[src/common/dac_routing_popreduce_regs.svh]
// register map, field codes and timing constants of the routing and pop-reduction bank
`ifndef DAC_ROUTING_POPREDUCE_REGS_SVH
`define DAC_ROUTING_POPREDUCE_REGS_SVH

// ==========================================================
// register offsets and reset values
`define ROUTING_CTRL_ADDR   8'h29
`define POP_CTRL_ADDR       8'h2A
`define ROUTING_CTRL_RST    8'h00
`define POP_CTRL_RST        8'h00
`define UNMAPPED_RDATA      8'h00

// ==========================================================
// routing path codes
`define PATH_DEFAULT        2'h0
`define PATH_LINEOUT        2'h1
`define PATH_HIGHPOWER      2'h2

// ==========================================================
// volume-linking codes
`define LINK_LEFT_FOLLOWS   2'h1
`define LINK_RIGHT_FOLLOWS  2'h2

// ==========================================================
// timing
`define CLK_CYC_PER_US      100
`define US_PER_MS           1000
`define DLY_T1_US           10
`define DLY_T2_US           100
`define DLY_T3_MS           1
`define DLY_T4_MS           10
`define DLY_T5_MS           50
`define DLY_T6_MS           50
`define DLY_T7_MS           200
`define DLY_T8_MS           400
`define DLY_T9_MS           800
`define DLY_T10_MS          2000
`define DLY_T11_MS          4000
`define DLY_CODE_LAST       4'hB
`define STEP_T1_MS          1
`define STEP_T2_MS          2
`define STEP_T3_MS          4

`endif

[src/common/dac_routing_popreduce_pkg.sv]
// types shared by the routing and pop-reduction bank
package dac_routing_popreduce_pkg;

    // ==========================================================
    // register images
    typedef struct packed {
        logic [1:0] left_route;
        logic [1:0] right_route;
        logic [1:0] rsvd;
        logic [1:0] vol_link;
    } routing_ctrl_t;

    typedef struct packed {
        logic [3:0] on_delay;
        logic [1:0] ramp_step;
        logic       weak_cm_bandgap;
        logic       rsvd;
    } pop_ctrl_t;

    typedef struct packed {
        logic       mute;
        logic [6:0] atten;
    } dac_vol_t;

    typedef struct packed {
        logic default_path;
        logic lineout_path;
        logic highpower_path;
    } path_sel_t;

    // ==========================================================
    // driver power-up sequencer
    typedef enum logic [1:0] {
        DRV_OFF,
        DRV_DELAY,
        DRV_RAMP,
        DRV_ON
    } drv_state_t;

endpackage : dac_routing_popreduce_pkg

[src/core/dac_routing_popreduce_regs.sv]
// routing and pop-reduction control bank with driver power-up sequencer
`timescale 1ns/1ps
`include "dac_routing_popreduce_regs.svh"
module dac_routing_popreduce_regs #(
    parameter int unsigned DLY_CYC [12] = '{
        0,
        `DLY_T1_US * `CLK_CYC_PER_US,
        `DLY_T2_US * `CLK_CYC_PER_US,
        `DLY_T3_MS * `US_PER_MS * `CLK_CYC_PER_US,
        `DLY_T4_MS * `US_PER_MS * `CLK_CYC_PER_US,
        `DLY_T5_MS * `US_PER_MS * `CLK_CYC_PER_US,
        `DLY_T6_MS * `US_PER_MS * `CLK_CYC_PER_US,
        `DLY_T7_MS * `US_PER_MS * `CLK_CYC_PER_US,
        `DLY_T8_MS * `US_PER_MS * `CLK_CYC_PER_US,
        `DLY_T9_MS * `US_PER_MS * `CLK_CYC_PER_US,
        `DLY_T10_MS * `US_PER_MS * `CLK_CYC_PER_US,
        `DLY_T11_MS * `US_PER_MS * `CLK_CYC_PER_US},
    parameter int unsigned STEP_CYC [4] = '{
        0,
        `STEP_T1_MS * `US_PER_MS * `CLK_CYC_PER_US,
        `STEP_T2_MS * `US_PER_MS * `CLK_CYC_PER_US,
        `STEP_T3_MS * `US_PER_MS * `CLK_CYC_PER_US},
    parameter int unsigned RAMP_STEPS = 8,
    parameter int unsigned LVL_W      = $clog2(RAMP_STEPS + 1)
) (
    input  wire logic                               clk,
    input  wire logic                               rst,
    input  wire logic                               wr_en,
    input  wire logic                               rd_en,
    input  wire logic [7:0]                         addr,
    input  wire logic [7:0]                         wdata,
    output logic      [7:0]                         rdata,
    input  wire dac_routing_popreduce_pkg::dac_vol_t left_vol_reg,
    input  wire dac_routing_popreduce_pkg::dac_vol_t right_vol_reg,
    output dac_routing_popreduce_pkg::dac_vol_t     left_vol_eff,
    output dac_routing_popreduce_pkg::dac_vol_t     right_vol_eff,
    output dac_routing_popreduce_pkg::path_sel_t    left_path,
    output dac_routing_popreduce_pkg::path_sel_t    right_path,
    output logic                                    weak_cm_bandgap,
    input  wire logic                               drv_power_req,
    output logic                                    drv_enable,
    output logic      [LVL_W-1:0]                   drv_ramp_level,
    output logic                                    drv_ready
);

    localparam logic [LVL_W-1:0] LVL_MAX = LVL_W'(RAMP_STEPS);

    // ==========================================================
    // register file
    dac_routing_popreduce_pkg::routing_ctrl_t routing_ff, nxt_routing;
    dac_routing_popreduce_pkg::pop_ctrl_t     pop_ff, nxt_pop;
    logic [7:0]                               rdata_ff, nxt_rdata;

    always_comb begin
        nxt_routing = routing_ff;
        nxt_pop     = pop_ff;
        nxt_rdata   = rdata_ff;
        // reserved bits are stored as written; software keeps them zero
        if (wr_en && addr == `ROUTING_CTRL_ADDR) begin
            nxt_routing = wdata;
        end
        if (wr_en && addr == `POP_CTRL_ADDR) begin
            nxt_pop = wdata;
        end
        if (rd_en) begin
            case (addr)
                `ROUTING_CTRL_ADDR: nxt_rdata = routing_ff;
                `POP_CTRL_ADDR:     nxt_rdata = pop_ff;
                default:            nxt_rdata = `UNMAPPED_RDATA;
            endcase
        end
    end

    always_ff @(posedge clk or posedge rst) begin
        if (rst) begin
            routing_ff <= `ROUTING_CTRL_RST;
            pop_ff     <= `POP_CTRL_RST;
            rdata_ff   <= `UNMAPPED_RDATA;
        end else begin
            routing_ff <= nxt_routing;
            pop_ff     <= nxt_pop;
            rdata_ff   <= nxt_rdata;
        end
    end

    assign rdata = rdata_ff;

    // ==========================================================
    // routing and volume linking
    dac_routing_popreduce_pkg::path_sel_t left_path_ff, nxt_left_path;
    dac_routing_popreduce_pkg::path_sel_t right_path_ff, nxt_right_path;
    dac_routing_popreduce_pkg::dac_vol_t  left_vol_ff, nxt_left_vol;
    dac_routing_popreduce_pkg::dac_vol_t  right_vol_ff, nxt_right_vol;
    logic                                 cm_ff, nxt_cm;

    function automatic dac_routing_popreduce_pkg::path_sel_t route_dec(input logic [1:0] code);
        dac_routing_popreduce_pkg::path_sel_t p;
        p                = '0;
        // code 11 is reserved: no path at all rather than a guess
        p.default_path   = (code == `PATH_DEFAULT);
        p.lineout_path   = (code == `PATH_LINEOUT);
        p.highpower_path = (code == `PATH_HIGHPOWER);
        return p;
    endfunction : route_dec

    always_comb begin
        nxt_left_path  = route_dec(routing_ff.left_route);
        nxt_right_path = route_dec(routing_ff.right_route);
        nxt_left_vol   = left_vol_reg;
        nxt_right_vol  = right_vol_reg;
        if (routing_ff.vol_link == `LINK_LEFT_FOLLOWS) begin
            nxt_left_vol = right_vol_reg;
        end
        if (routing_ff.vol_link == `LINK_RIGHT_FOLLOWS) begin
            nxt_right_vol = left_vol_reg;
        end
        nxt_cm = pop_ff.weak_cm_bandgap;
    end

    always_ff @(posedge clk or posedge rst) begin
        if (rst) begin
            left_path_ff  <= '0;
            right_path_ff <= '0;
            left_vol_ff   <= '0;
            right_vol_ff  <= '0;
            cm_ff         <= 1'b0;
        end else begin
            left_path_ff  <= nxt_left_path;
            right_path_ff <= nxt_right_path;
            left_vol_ff   <= nxt_left_vol;
            right_vol_ff  <= nxt_right_vol;
            cm_ff         <= nxt_cm;
        end
    end

    assign left_path       = left_path_ff;
    assign right_path      = right_path_ff;
    assign left_vol_eff    = left_vol_ff;
    assign right_vol_eff   = right_vol_ff;
    assign weak_cm_bandgap = cm_ff;

    // ==========================================================
    // driver power-up sequencer
    dac_routing_popreduce_pkg::drv_state_t state_ff, nxt_state;
    logic [31:0]                           cnt_ff, nxt_cnt;
    logic [LVL_W-1:0]                      lvl_ff, nxt_lvl;
    logic                                  en_ff, nxt_en;
    logic                                  rdy_ff, nxt_rdy;
    logic [31:0]                           dly_sel;
    logic [31:0]                           step_sel;

    // reserved delay codes fall back to the longest delay
    always_comb begin
        if (pop_ff.on_delay > `DLY_CODE_LAST) begin
            dly_sel = DLY_CYC[`DLY_CODE_LAST];
        end else begin
            dly_sel = DLY_CYC[pop_ff.on_delay];
        end
        step_sel = STEP_CYC[pop_ff.ramp_step];
    end

    always_comb begin
        nxt_state = state_ff;
        nxt_cnt   = cnt_ff;
        nxt_lvl   = lvl_ff;
        case (state_ff)
            dac_routing_popreduce_pkg::DRV_OFF: begin
                nxt_lvl = '0;
                if (drv_power_req) begin
                    nxt_state = dac_routing_popreduce_pkg::DRV_DELAY;
                    nxt_cnt   = dly_sel;
                end
            end
            dac_routing_popreduce_pkg::DRV_DELAY: begin
                if (cnt_ff == '0) begin
                    nxt_state = dac_routing_popreduce_pkg::DRV_RAMP;
                    nxt_cnt   = step_sel;
                end else begin
                    nxt_cnt = cnt_ff - 32'h1;
                end
            end
            dac_routing_popreduce_pkg::DRV_RAMP: begin
                if (cnt_ff == '0) begin
                    nxt_lvl = lvl_ff + LVL_W'(1);
                    nxt_cnt = step_sel;
                    if (lvl_ff + LVL_W'(1) == LVL_MAX) begin
                        nxt_state = dac_routing_popreduce_pkg::DRV_ON;
                    end
                end else begin
                    nxt_cnt = cnt_ff - 32'h1;
                end
            end
            dac_routing_popreduce_pkg::DRV_ON: begin
                nxt_lvl = LVL_MAX;
            end
            default: begin
                nxt_state = dac_routing_popreduce_pkg::DRV_OFF;
            end
        endcase
        // dropping the request powers down at once, mid-sequence too
        if (!drv_power_req) begin
            nxt_state = dac_routing_popreduce_pkg::DRV_OFF;
            nxt_lvl   = '0;
            nxt_cnt   = '0;
        end
        nxt_en  = (nxt_state == dac_routing_popreduce_pkg::DRV_RAMP) ||
                  (nxt_state == dac_routing_popreduce_pkg::DRV_ON);
        nxt_rdy = (nxt_state == dac_routing_popreduce_pkg::DRV_ON);
    end

    always_ff @(posedge clk or posedge rst) begin
        if (rst) begin
            state_ff <= dac_routing_popreduce_pkg::DRV_OFF;
            cnt_ff   <= '0;
            lvl_ff   <= '0;
            en_ff    <= 1'b0;
            rdy_ff   <= 1'b0;
        end else begin
            state_ff <= nxt_state;
            cnt_ff   <= nxt_cnt;
            lvl_ff   <= nxt_lvl;
            en_ff    <= nxt_en;
            rdy_ff   <= nxt_rdy;
        end
    end

    assign drv_enable     = en_ff;
    assign drv_ramp_level = lvl_ff;
    assign drv_ready      = rdy_ff;

    // ==========================================================
    // assertions
    property p_left_route;
        @(posedge clk) disable iff (rst)
        wr_en && addr == `ROUTING_CTRL_ADDR && wdata[7:6] == `PATH_HIGHPOWER
        |=> ##1 left_path.highpower_path && !left_path.default_path;
    endproperty
    a_left_route: assert property (p_left_route) else $error("left route wrong");

    property p_right_route;
        @(posedge clk) disable iff (rst)
        wr_en && addr == `ROUTING_CTRL_ADDR && wdata[5:4] == `PATH_LINEOUT
        |=> ##1 right_path.lineout_path && !right_path.highpower_path;
    endproperty
    a_right_route: assert property (p_right_route) else $error("right route wrong");

    property p_vol_indep;
        @(posedge clk) disable iff (rst)
        routing_ff.vol_link inside {2'h0, 2'h3} && $stable(routing_ff)
        |=> left_vol_eff == $past(left_vol_reg) && right_vol_eff == $past(right_vol_reg);
    endproperty
    a_vol_indep: assert property (p_vol_indep) else $error("volumes not independent");

    property p_left_follow;
        @(posedge clk) disable iff (rst)
        routing_ff.vol_link == `LINK_LEFT_FOLLOWS |=> left_vol_eff == $past(right_vol_reg);
    endproperty
    a_left_follow: assert property (p_left_follow) else $error("left not following");

    property p_right_follow;
        @(posedge clk) disable iff (rst)
        routing_ff.vol_link == `LINK_RIGHT_FOLLOWS |=> right_vol_eff == $past(left_vol_reg);
    endproperty
    a_right_follow: assert property (p_right_follow) else $error("right not following");

    property p_delay_off;
        @(posedge clk) disable iff (rst)
        state_ff == dac_routing_popreduce_pkg::DRV_DELAY |-> !drv_enable && !drv_ready;
    endproperty
    a_delay_off: assert property (p_delay_off) else $error("driver on during delay");

    property p_delay_load;
        @(posedge clk) disable iff (rst)
        state_ff == dac_routing_popreduce_pkg::DRV_OFF && drv_power_req
        |=> cnt_ff == $past(dly_sel);
    endproperty
    a_delay_load: assert property (p_delay_load) else $error("delay count wrong");

    property p_step_load;
        @(posedge clk) disable iff (rst)
        state_ff == dac_routing_popreduce_pkg::DRV_DELAY && cnt_ff == '0 && drv_power_req
        |=> state_ff == dac_routing_popreduce_pkg::DRV_RAMP && cnt_ff == $past(step_sel);
    endproperty
    a_step_load: assert property (p_step_load) else $error("step count wrong");

    property p_cm_sel;
        @(posedge clk) disable iff (rst)
        wr_en && addr == `POP_CTRL_ADDR |=> ##1 weak_cm_bandgap == $past(wdata[1], 2);
    endproperty
    a_cm_sel: assert property (p_cm_sel) else $error("common-mode select wrong");

    property p_ramp_mono;
        @(posedge clk) disable iff (rst)
        drv_power_req && $past(drv_power_req) |-> drv_ramp_level >= $past(drv_ramp_level);
    endproperty
    a_ramp_mono: assert property (p_ramp_mono) else $error("ramp level fell");

    property p_readback;
        @(posedge clk) disable iff (rst)
        wr_en && addr == `POP_CTRL_ADDR ##1 rd_en && addr == `POP_CTRL_ADDR && !wr_en
        |=> rdata == $past(wdata, 2);
    endproperty
    a_readback: assert property (p_readback) else $error("read-back mismatch");

    c_full_ramp: cover property (@(posedge clk) disable iff (rst) $rose(drv_ready));
    c_left_follow: cover property (@(posedge clk) disable iff (rst)
        routing_ff.vol_link == `LINK_LEFT_FOLLOWS);
    c_abort: cover property (@(posedge clk) disable iff (rst)
        state_ff == dac_routing_popreduce_pkg::DRV_RAMP && !drv_power_req);

endmodule : dac_routing_popreduce_regs

[config.mk]
export PLATFORM = sky130hd
export DESIGN_NAME = dac_routing_popreduce_regs
export DESIGN_NICKNAME = d
export VERILOG_FILES = /design/src/common/dac_routing_popreduce_pkg.sv /design/src/core/dac_routing_popreduce_regs.sv
export VERILOG_INCLUDE_DIRS = /design/src /design/src/common
export SDC_FILE = /design/constraint.sdc
export NUM_CORES = 1
export LEC_CHECK = 0
export BUFFER_PORTS_ARGS = -buffer_cell sky130_fd_sc_hd__buf_2
export CORE_MARGIN = 3
export CORE_UTILIZATION = 40
export CTS_CLUSTER_DIAMETER = 120
export DETAILED_ROUTE_END_ITERATION = 16
export GPL_ROUTABILITY_DRIVEN = 0
export GPL_TIMING_DRIVEN = 1
export PLACE_DENSITY = 0.67
export SKIP_LAST_GASP = 1
export SYNTH_ARGS = -nofsm -noshare
export SYNTH_HDL_FRONTEND = slang
export SYNTH_SLANG_ARGS = --single-unit
export TNS_END_PERCENT = 30
[constraint.sdc]
create_clock -name clk -period 2.7 [get_ports clk]
set_input_delay 0.405 -clock clk [delete_from_list [all_inputs] [get_ports clk]]
set_output_delay 0.405 -clock clk [all_outputs]
set_load 0.1 [all_outputs]
==> results of run 1 <==
[registers in the layout (all words and copies together), names as in the netlist]
signal and count:
right_vol_eff 8, weak_cm_bandgap 1, state_ff 2, routing_ff 8, cnt_ff 32, nxt_cm 1
drv_enable 1, drv_ready 1, pop_ff 7, drv_ramp_level 4, right_path 3, left_vol_eff 8
rdata 8, left_path 3
[layer usage]
| layer | vias up | GRT usage [%] |
|---|---|---|
| met5 | - | 0 |
| met4 | 0 | 6.081 |
| met3 | 31 | 5.550 |
| met2 | 217 | 33.37 |
| met1 | 2273 | 27.29 |
| li1 | 2161 | - |
[metrics by stage]
step | cell area (µm²) | cells | setup TNS [ps] | hold slack [ps] | worst slack, ps
floorplan | 5042 | 526 | 0 | 369.1 | 0.8757
detailed placement | 5817 | 780 | -205.9 | 403.1 | -80.10
global placement | 5817 | 780 | -179.5 | 383.5 | -50.46
CTS | 6127 | 796 | -303.1 | 178.8 | -78.33
global route | 6218 | 801 | -1702 | 200.2 | -153.9
finish | 6218 | 801 | -372.0 | 153.2 | -82.99
[cell usage after synthesis (4+ instances only)]
cell	n
sky130_fd_sc_hd__a21o_1	4
sky130_fd_sc_hd__a21oi_1	33
sky130_fd_sc_hd__a22oi_1	8
sky130_fd_sc_hd__a31oi_1	5
sky130_fd_sc_hd__clkbuf_1	22
sky130_fd_sc_hd__dfrtp_1	87
sky130_fd_sc_hd__ha_1	16
sky130_fd_sc_hd__inv_1	18
sky130_fd_sc_hd__mux2_2	33
sky130_fd_sc_hd__nand2_1	43
sky130_fd_sc_hd__nand2b_1	4
sky130_fd_sc_hd__nand3_1	6
sky130_fd_sc_hd__nand4b_1	5
sky130_fd_sc_hd__nor2_1	41
sky130_fd_sc_hd__nor2b_1	9
sky130_fd_sc_hd__nor3_1	22
sky130_fd_sc_hd__nor3b_1	5
sky130_fd_sc_hd__nor4_1	15
sky130_fd_sc_hd__nor4b_1	4
sky130_fd_sc_hd__o211ai_1	6
sky130_fd_sc_hd__o21ai_0	31
sky130_fd_sc_hd__o31ai_1	6
sky130_fd_sc_hd__o41ai_1	7
sky130_fd_sc_hd__or2_2	5
sky130_fd_sc_hd__or3_1	13
sky130_fd_sc_hd__xnor2_1	6
[cell type report]
cell class,count,share of cell area (%)
Multi-Input combinational cell,393,43.34
Sequential cell,87,35.01
Timing Repair Buffer,119,12.23
Clock buffer,10,3.843
Tap cell,168,3.380
Inverter,18,1.107
Clock inverter,6,1.087
[worst paths after layout]
kind                            startpoint  slack, ps              end  depth (start not counted)
max in group asynchronous              rst       2190       cnt_ff[27]                          3
setup / recovery                 cnt_ff[1]        -80       cnt_ff[22]                          7
hold / removal                         rst        150    routing_ff[7]                          3
hold reg to reg                     nxt_cm        400  weak_cm_bandgap                          0
setup reg to reg                 cnt_ff[1]        -80       cnt_ff[22]                          7
min in group clk           left_vol_reg[5]        300  left_vol_eff[5]                          2
[critical path, delay by kind of cell (launching register included)]
family | cells | cell delay [ps]
AOI/OAI and AO/OA | 1 | 270
adders and majority gates | 1 | 170
buffers and inverters | 1 | 60
DFF | 1 | 380
and+or+nand+nor | 4 | 1780
[repair_timing]
item / 4_1_cts / 5_1_grt
gates cloned: 0 / 1
hold buffers: 0 / 0
pin swaps: 0 / 2
setup buffers: 0 / 4
endpoints found under the setup margin: 15 / 29
resized for setup: 2 / 7
[power groups by stage]
stage	combinational, mW	clock, mW	sequential [mW]
finish	4.48	1.27	1.81
global route	4.79	1.36	1.84
floorplan	2.55	0	1.98
detailed placement	4.06	0	1.81
CTS	4.11	1.30	1.80
global placement	4.00	0	1.81
[cells by family (layout without fill, tap and decap cells)]
group | count (synthesis) | after routing
flops | 87 | 87
mux | 36 | 36
buf+inv | 46 | 153
compound gates | 141 | 141
xor+xnor | 9 | 9
simple gates | 191 | 191
fa+ha+maj | 16 | 16
==> metrics.md, run 1 <==
| Metric | Value |
|---|---|
| Power per cell area | 1215 nW/µm² |
| Post-synth net total | 579 |
| Kind of start point of the critical path | flip-flop |
| Clock power share | 16.8% |
| Number of synthesized flops with an enable pin | 0 |
| Number of clock sinks | 87 |
| Most common cell after layout, fill and taps aside | sky130_fd_sc_hd__dfrtp_1 |
| Sw power | 3.442 mW |
| Synth Area in Simple Gates | 20.43% |
| Full die area | 13980 µm² |
| Critical Path End Type | flip-flop |
| Leading area contributor after synthesis | sky130_fd_sc_hd__dfrtp_1 |
| Worst-case headroom to the max-slew limit | 51.95% |
| Largest family of logic cells by synthesized area | simple AND/OR/NAND/NOR gates |
| CTS tree | yes |
| Combinational cell fraction of total power | 59.3% |
| Maximum operating frequency | 359.3 MHz |
| Clock-pin slew on the worst setup and hold paths | 70 ps |
| Cell-internal power | 4.116 mW |
| Sequential Area | 2177 µm² |
| Measured slew at the worst slew-check pin | 714.2 ps |
| Num CTS Buffers | 9 |
| Fraction of power spent switching nets | 45.54% |
| Synth Area per Inst | 9.581 µm² |
| Wire length of the first global-routing pass | 23560 µm |
| Post-synthesis sequential element count | 87 |
| Maximum clock insertion buffer count | 2 |
| Final setup violation count | 13 |
| Failing checks | negative setup slack |
| Portion of the post-synthesis area used by sequential elements | 43.20% |
| Sum of routed wire length over all layers | 14310 µm |
| Top routing layer in use | met4 |
| Leak pwr | 2.802 nW |
| DRC violation count after routing | 0 |
| Fraction of registers with async set or reset after synthesis | 100.0% |
| CP max stage cell | sky130_fd_sc_hd__or4b_4 |
| Area growth from synthesis to layout | 23.39% |
| Net count of the finished layout | 681 |
| Met3 wire len | 1270 µm |
| Run status | finished with violations |
| Root Buffer | sky130_fd_sc_hd__clkbuf_16 |
| Area of the core region | 12160 µm² |
| Vias per cell | 5.845 |
| Primary FF master, synth | sky130_fd_sc_hd__dfrtp_1 |
| Peak supply drop | 0.0005539 V |
| Proportion of power drawn by flip-flops and latches | 23.9% |
| Commonest cells after routing, fill and taps aside | 87 x sky130_fd_sc_hd__dfrtp_1, 73 x sky130_fd_sc_hd__buf_2, 43 x sky130_fd_sc_hd__nand2_1 |
| Delay of the slowest cell on the worst path | 560 ps |
| Detailed-placement wirelength estimate | 10360 µm |
| Routed length per placed instance | 17.86 µm |
| Number of warning messages in the yosys log | 0 |
| Placement row count | 40 |
| Vertical die dimension | 118.2 µm |
| Required time of the critical path | 2940 ps |
| Overall via count from detail_route | 4682 |
| Depth of the CTS H-tree | 3 |
| Synthesized-area fraction occupied by xor and xnor cells | 1.564% |
| Layout Utilization | 51.13% |
| Crit-path cells | inv_1, ha_2, or4b_4, or4b_4, or3_1, or3_1, a32o_1 |
| Antenna viol nets, final | 0 |
| Final setup slack of the worst path | -82.99 ps |
| DIE WIDTH | 118.2 µm |
| Synthesized-area fraction occupied by ao, oa, aoi and oai cells | 19.09% |
| Worst path arrival time | 3020 ps |
| Final critical-path share of the clock period | 103.1% |
| Number of endpoints with negative hold slack in the final report | 0 |
| Count of input and output buffers | 73 |
| DR pass1 iterations | 5 |
| Multiplexer share of the synthesized area | 7.969% |
| Detailed Route Iter0 Violations | 349 |
| Proportion of netlist area held by the largest area contributor | 43.20% |
| Clock insertion delay at the later pin of the skew report | 350 ps |
| Overall overflow remaining after global route | 0 |
| Wire length on met1 | 6140 µm |
| Critical path fanouts, max | 6 |
| Number of maximum-capacitance constraint violations | 0 |
| Post-synthesis share of cell area spent on full adders, half adders and majority gates | 3.972% |
| RSZ-0062 raised after global routing | yes |
| Number of global-route vias before repair | 4647 |
| Largest cells by area after synthesis | sky130_fd_sc_hd__dfrtp_1 43%, sky130_fd_sc_hd__mux2_2 7.4%, sky130_fd_sc_hd__ha_1 4.0% |
| Final antenna diode count | 0 |
| Hold Path Class | input pin to async pin |
| Max Slew Vio Count | 0 |
| Cell Area, Synth | 5040 µm² |
| Yosys cell types | 67 |
| Ratio of cells with drive above 1 in the final layout | 29.54% |
| Sum of internal, switching and leakage power | 7.558 mW |
| Starting density of the core | 41.44% |
| Pin count of the biggest net entering global routing | 88 |
| Total area of multi-input combinational cells | 2695 µm² |
| Min Tclk post-route | 2783 ps |
| Type of the setup path with the least slack | flip-flop to flip-flop |
| Clock Skew | 9.648 ps |
| Met2 routed WL | 6670 µm |
| Top-Level Pins | 74 |
| Count of mapped cells out of synthesis | 526 |
| Initial antenna violation count | 0 |
| Count of filler cells inserted in the layout | 1109 |
| Global Route Usage Sum | 20.68% |
(Power assumes the default switching activity.)
==> run 2, diff against run 1 <==
--- a/config.mk
+++ b/config.mk
@@ -14,6 +14,8 @@
 export GPL_ROUTABILITY_DRIVEN = 0
 export GPL_TIMING_DRIVEN = 1
 export PLACE_DENSITY = 0.67
+export RECOVER_POWER = 50
+export SETUP_SLACK_MARGIN = 0.05
 export SKIP_LAST_GASP = 1
 export SYNTH_ARGS = -nofsm -noshare
 export SYNTH_HDL_FRONTEND = slang
==> metrics.md, run 2 (synthesis results as in run 1) <==
| Metric | Value |
|---|---|
| Global Route Usage Sum | 20.70% |
| Combinational cell fraction of total power | 58.1% |
| Placement row count | 40 |
| Largest register FFs | 32 |
| Max Slew Vio Count | 0 |
| DR pass1 iterations | 5 |
| Run status | finished with violations |
| Number of global-route vias before repair | 4658 |
| Hold Path Class | input pin to async pin |
| Critical Path End Type | flip-flop |
| CTS tree | yes |
| Most common cell on crit path | sky130_fd_sc_hd__or4b_4 |
| Maximum operating frequency | 362.7 MHz |
| Final critical-path share of the clock period | 102.1% |
| Routed length per placed instance | 18.00 µm |
| Failing checks | negative setup slack |
| Cell-internal power | 4.047 mW |
| Number of clock sinks | 87 |
| Maximum clock insertion buffer count | 2 |
| RSZ-0062 raised after global routing | yes |
| Vertical die dimension | 118.2 µm |
| Commonest cells after routing, fill and taps aside | 87 x sky130_fd_sc_hd__dfrtp_1, 72 x sky130_fd_sc_hd__buf_2, 43 x sky130_fd_sc_hd__nand2_1 |
| Detailed Route Iter0 Violations | 310 |
| DRC violation count after routing | 0 |
| Initial antenna violation count | 0 |
| Measured slew at the worst slew-check pin | 1137 ps |
| Clock Skew | 5.173 ps |
| Sum of routed wire length over all layers | 14380 µm |
| Ratio of cells with drive above 1 in the final layout | 29.79% |
| Critical path fanouts, max | 14 |
| Number of maximum-capacitance constraint violations | 0 |
| Starting density of the core | 41.44% |
| Clock insertion delay at the later pin of the skew report | 350 ps |
| Num CTS Buffers | 9 |
| DIE WIDTH | 118.2 µm |
| Full die area | 13980 µm² |
| Delay of the slowest cell on the worst path | 550 ps |
| Number of endpoints with negative hold slack in the final report | 0 |
| Crit-path cells | inv_1, ha_2, or4b_4, or4b_4, buf_8, or3_1, o311a_1, a31o_1 |
| Peak supply drop | 0.0005336 V |
| Pin count of the biggest net entering global routing | 33 |
| Top reg by flops | cnt_ff |
| Depth of the CTS H-tree | 3 |
| Sum of internal, switching and leakage power | 7.476 mW |
| Vias per cell | 5.807 |
| Net count of the finished layout | 679 |
| Number of buffers and inverters on the critical path | 2 |
| Top-Level Pins | 74 |
| Dominant delay contributor by cell family on the critical path | simple AND/OR/NAND/NOR gates |
| Leak pwr | 2.774 nW |
| Overall via count from detail_route | 4640 |
| Count of input and output buffers | 73 |
| Most common cell after layout, fill and taps aside | sky130_fd_sc_hd__dfrtp_1 |
| Area of the core region | 12160 µm² |
| Fraction of power spent switching nets | 45.87% |
| Min Tclk post-route | 2757 ps |
| Layout Utilization | 50.90% |
| Final antenna diode count | 0 |
| Most heavily used metal layer in global routing | met2 |
| Type of the setup path with the least slack | flip-flop to flip-flop |
| Clock power share | 17.7% |
| Root Buffer | sky130_fd_sc_hd__clkbuf_16 |
| Final setup violation count | 3 |
| M3 GR Usage | 4.833% |
| Count of filler cells inserted in the layout | 1129 |
| Overall overflow remaining after global route | 0 |
| CP max stage cell | sky130_fd_sc_hd__or4b_4 |
| Required time of the critical path | 2940 ps |
| Final setup slack of the worst path | -56.92 ps |
| Clock-pin slew on the worst setup and hold paths | 60 ps |
| Proportion of power drawn by flip-flops and latches | 24.2% |
| GR Util met1 | 27.37% |
| Power per cell area | 1208 nW/µm² |
| Worst path arrival time | 3000 ps |
| Antenna viol nets, final | 0 |
| Kind of start point of the critical path | flip-flop |
| Worst-case headroom to the max-slew limit | 24.21% |
| Area growth from synthesis to layout | 22.82% |
| Detailed-placement wirelength estimate | 10790 µm |
| Wire length of the first global-routing pass | 23440 µm |
| GRT met2 Usage | 32.76% |
| Sw power | 3.429 mW |
run 2: worst paths after layout:
path,start,endpoint,slack (ps),depth (start not counted)
worst max-delay path,cnt_ff[1],cnt_ff[20],-60,8
worst min-delay path,rst,left_path[0],220,2
worst max register to register,cnt_ff[1],cnt_ff[20],-60,8
worst min register to register,nxt_cm,weak_cm_bandgap,400,0
max in group asynchronous,rst,right_vol_eff[6],970,3
min in group clk,right_vol_reg[4],left_vol_eff[4],300,2
run 2: through the flow:
stage | worst slack [ps] | std cells | TNS (ps) | area (µm²) | hold slack, ps
floorplan | 6.757 | 526 | 0 | 5046 | 369.1
global placement | -48.49 | 783 | -187.0 | 5842 | 398.3
detailed placement | -81.60 | 783 | -331.3 | 5842 | 395.2
CTS | -50.85 | 799 | -118.6 | 6175 | 108.7
global route | -139.5 | 799 | -1165 | 6190 | 294.7
finish | -56.92 | 799 | -103.2 | 6190 | 221.0
run 2: power groups by stage:
stage / Clock, mW / Combinational [mW] / Sequential (mW)
3_5_place_dp: 0 / 4.11 / 1.82
3_3_place_gp: 0 / 4.06 / 1.81
2_1_floorplan: 0 / 2.55 / 1.98
4_1_cts: 1.35 / 4.17 / 1.80
6_report: 1.32 / 4.35 / 1.81
5_1_grt: 1.40 / 4.68 / 1.84
run 2: layout make-up:
cell class	count	area, µm²	area share, %
clock buffers	12	266.5	4.306
repair buffers	117	699.4	11.30
inverters	18	68.82	1.112
flip-flops and latches	87	2177	35.17
multi-input cells	393	2716	43.89
well taps	168	210.2	3.396
clock inverters	4	51.30	0.8288
run 2: routing by layer:
metal	routed length, µm	vias up
met1	6132	2226
met3	1208	24
met5	0	-
met4	274	0
li1	-	2158
met2	6767	232
run 2: what timing repair did:
action,4_1_cts,5_1_grt
gates resized for setup,5,8
pin swaps,0,2
hold buffers,0,0
endpoints found under the setup margin,25,36
gates cloned,0,0
setup buffers,0,0
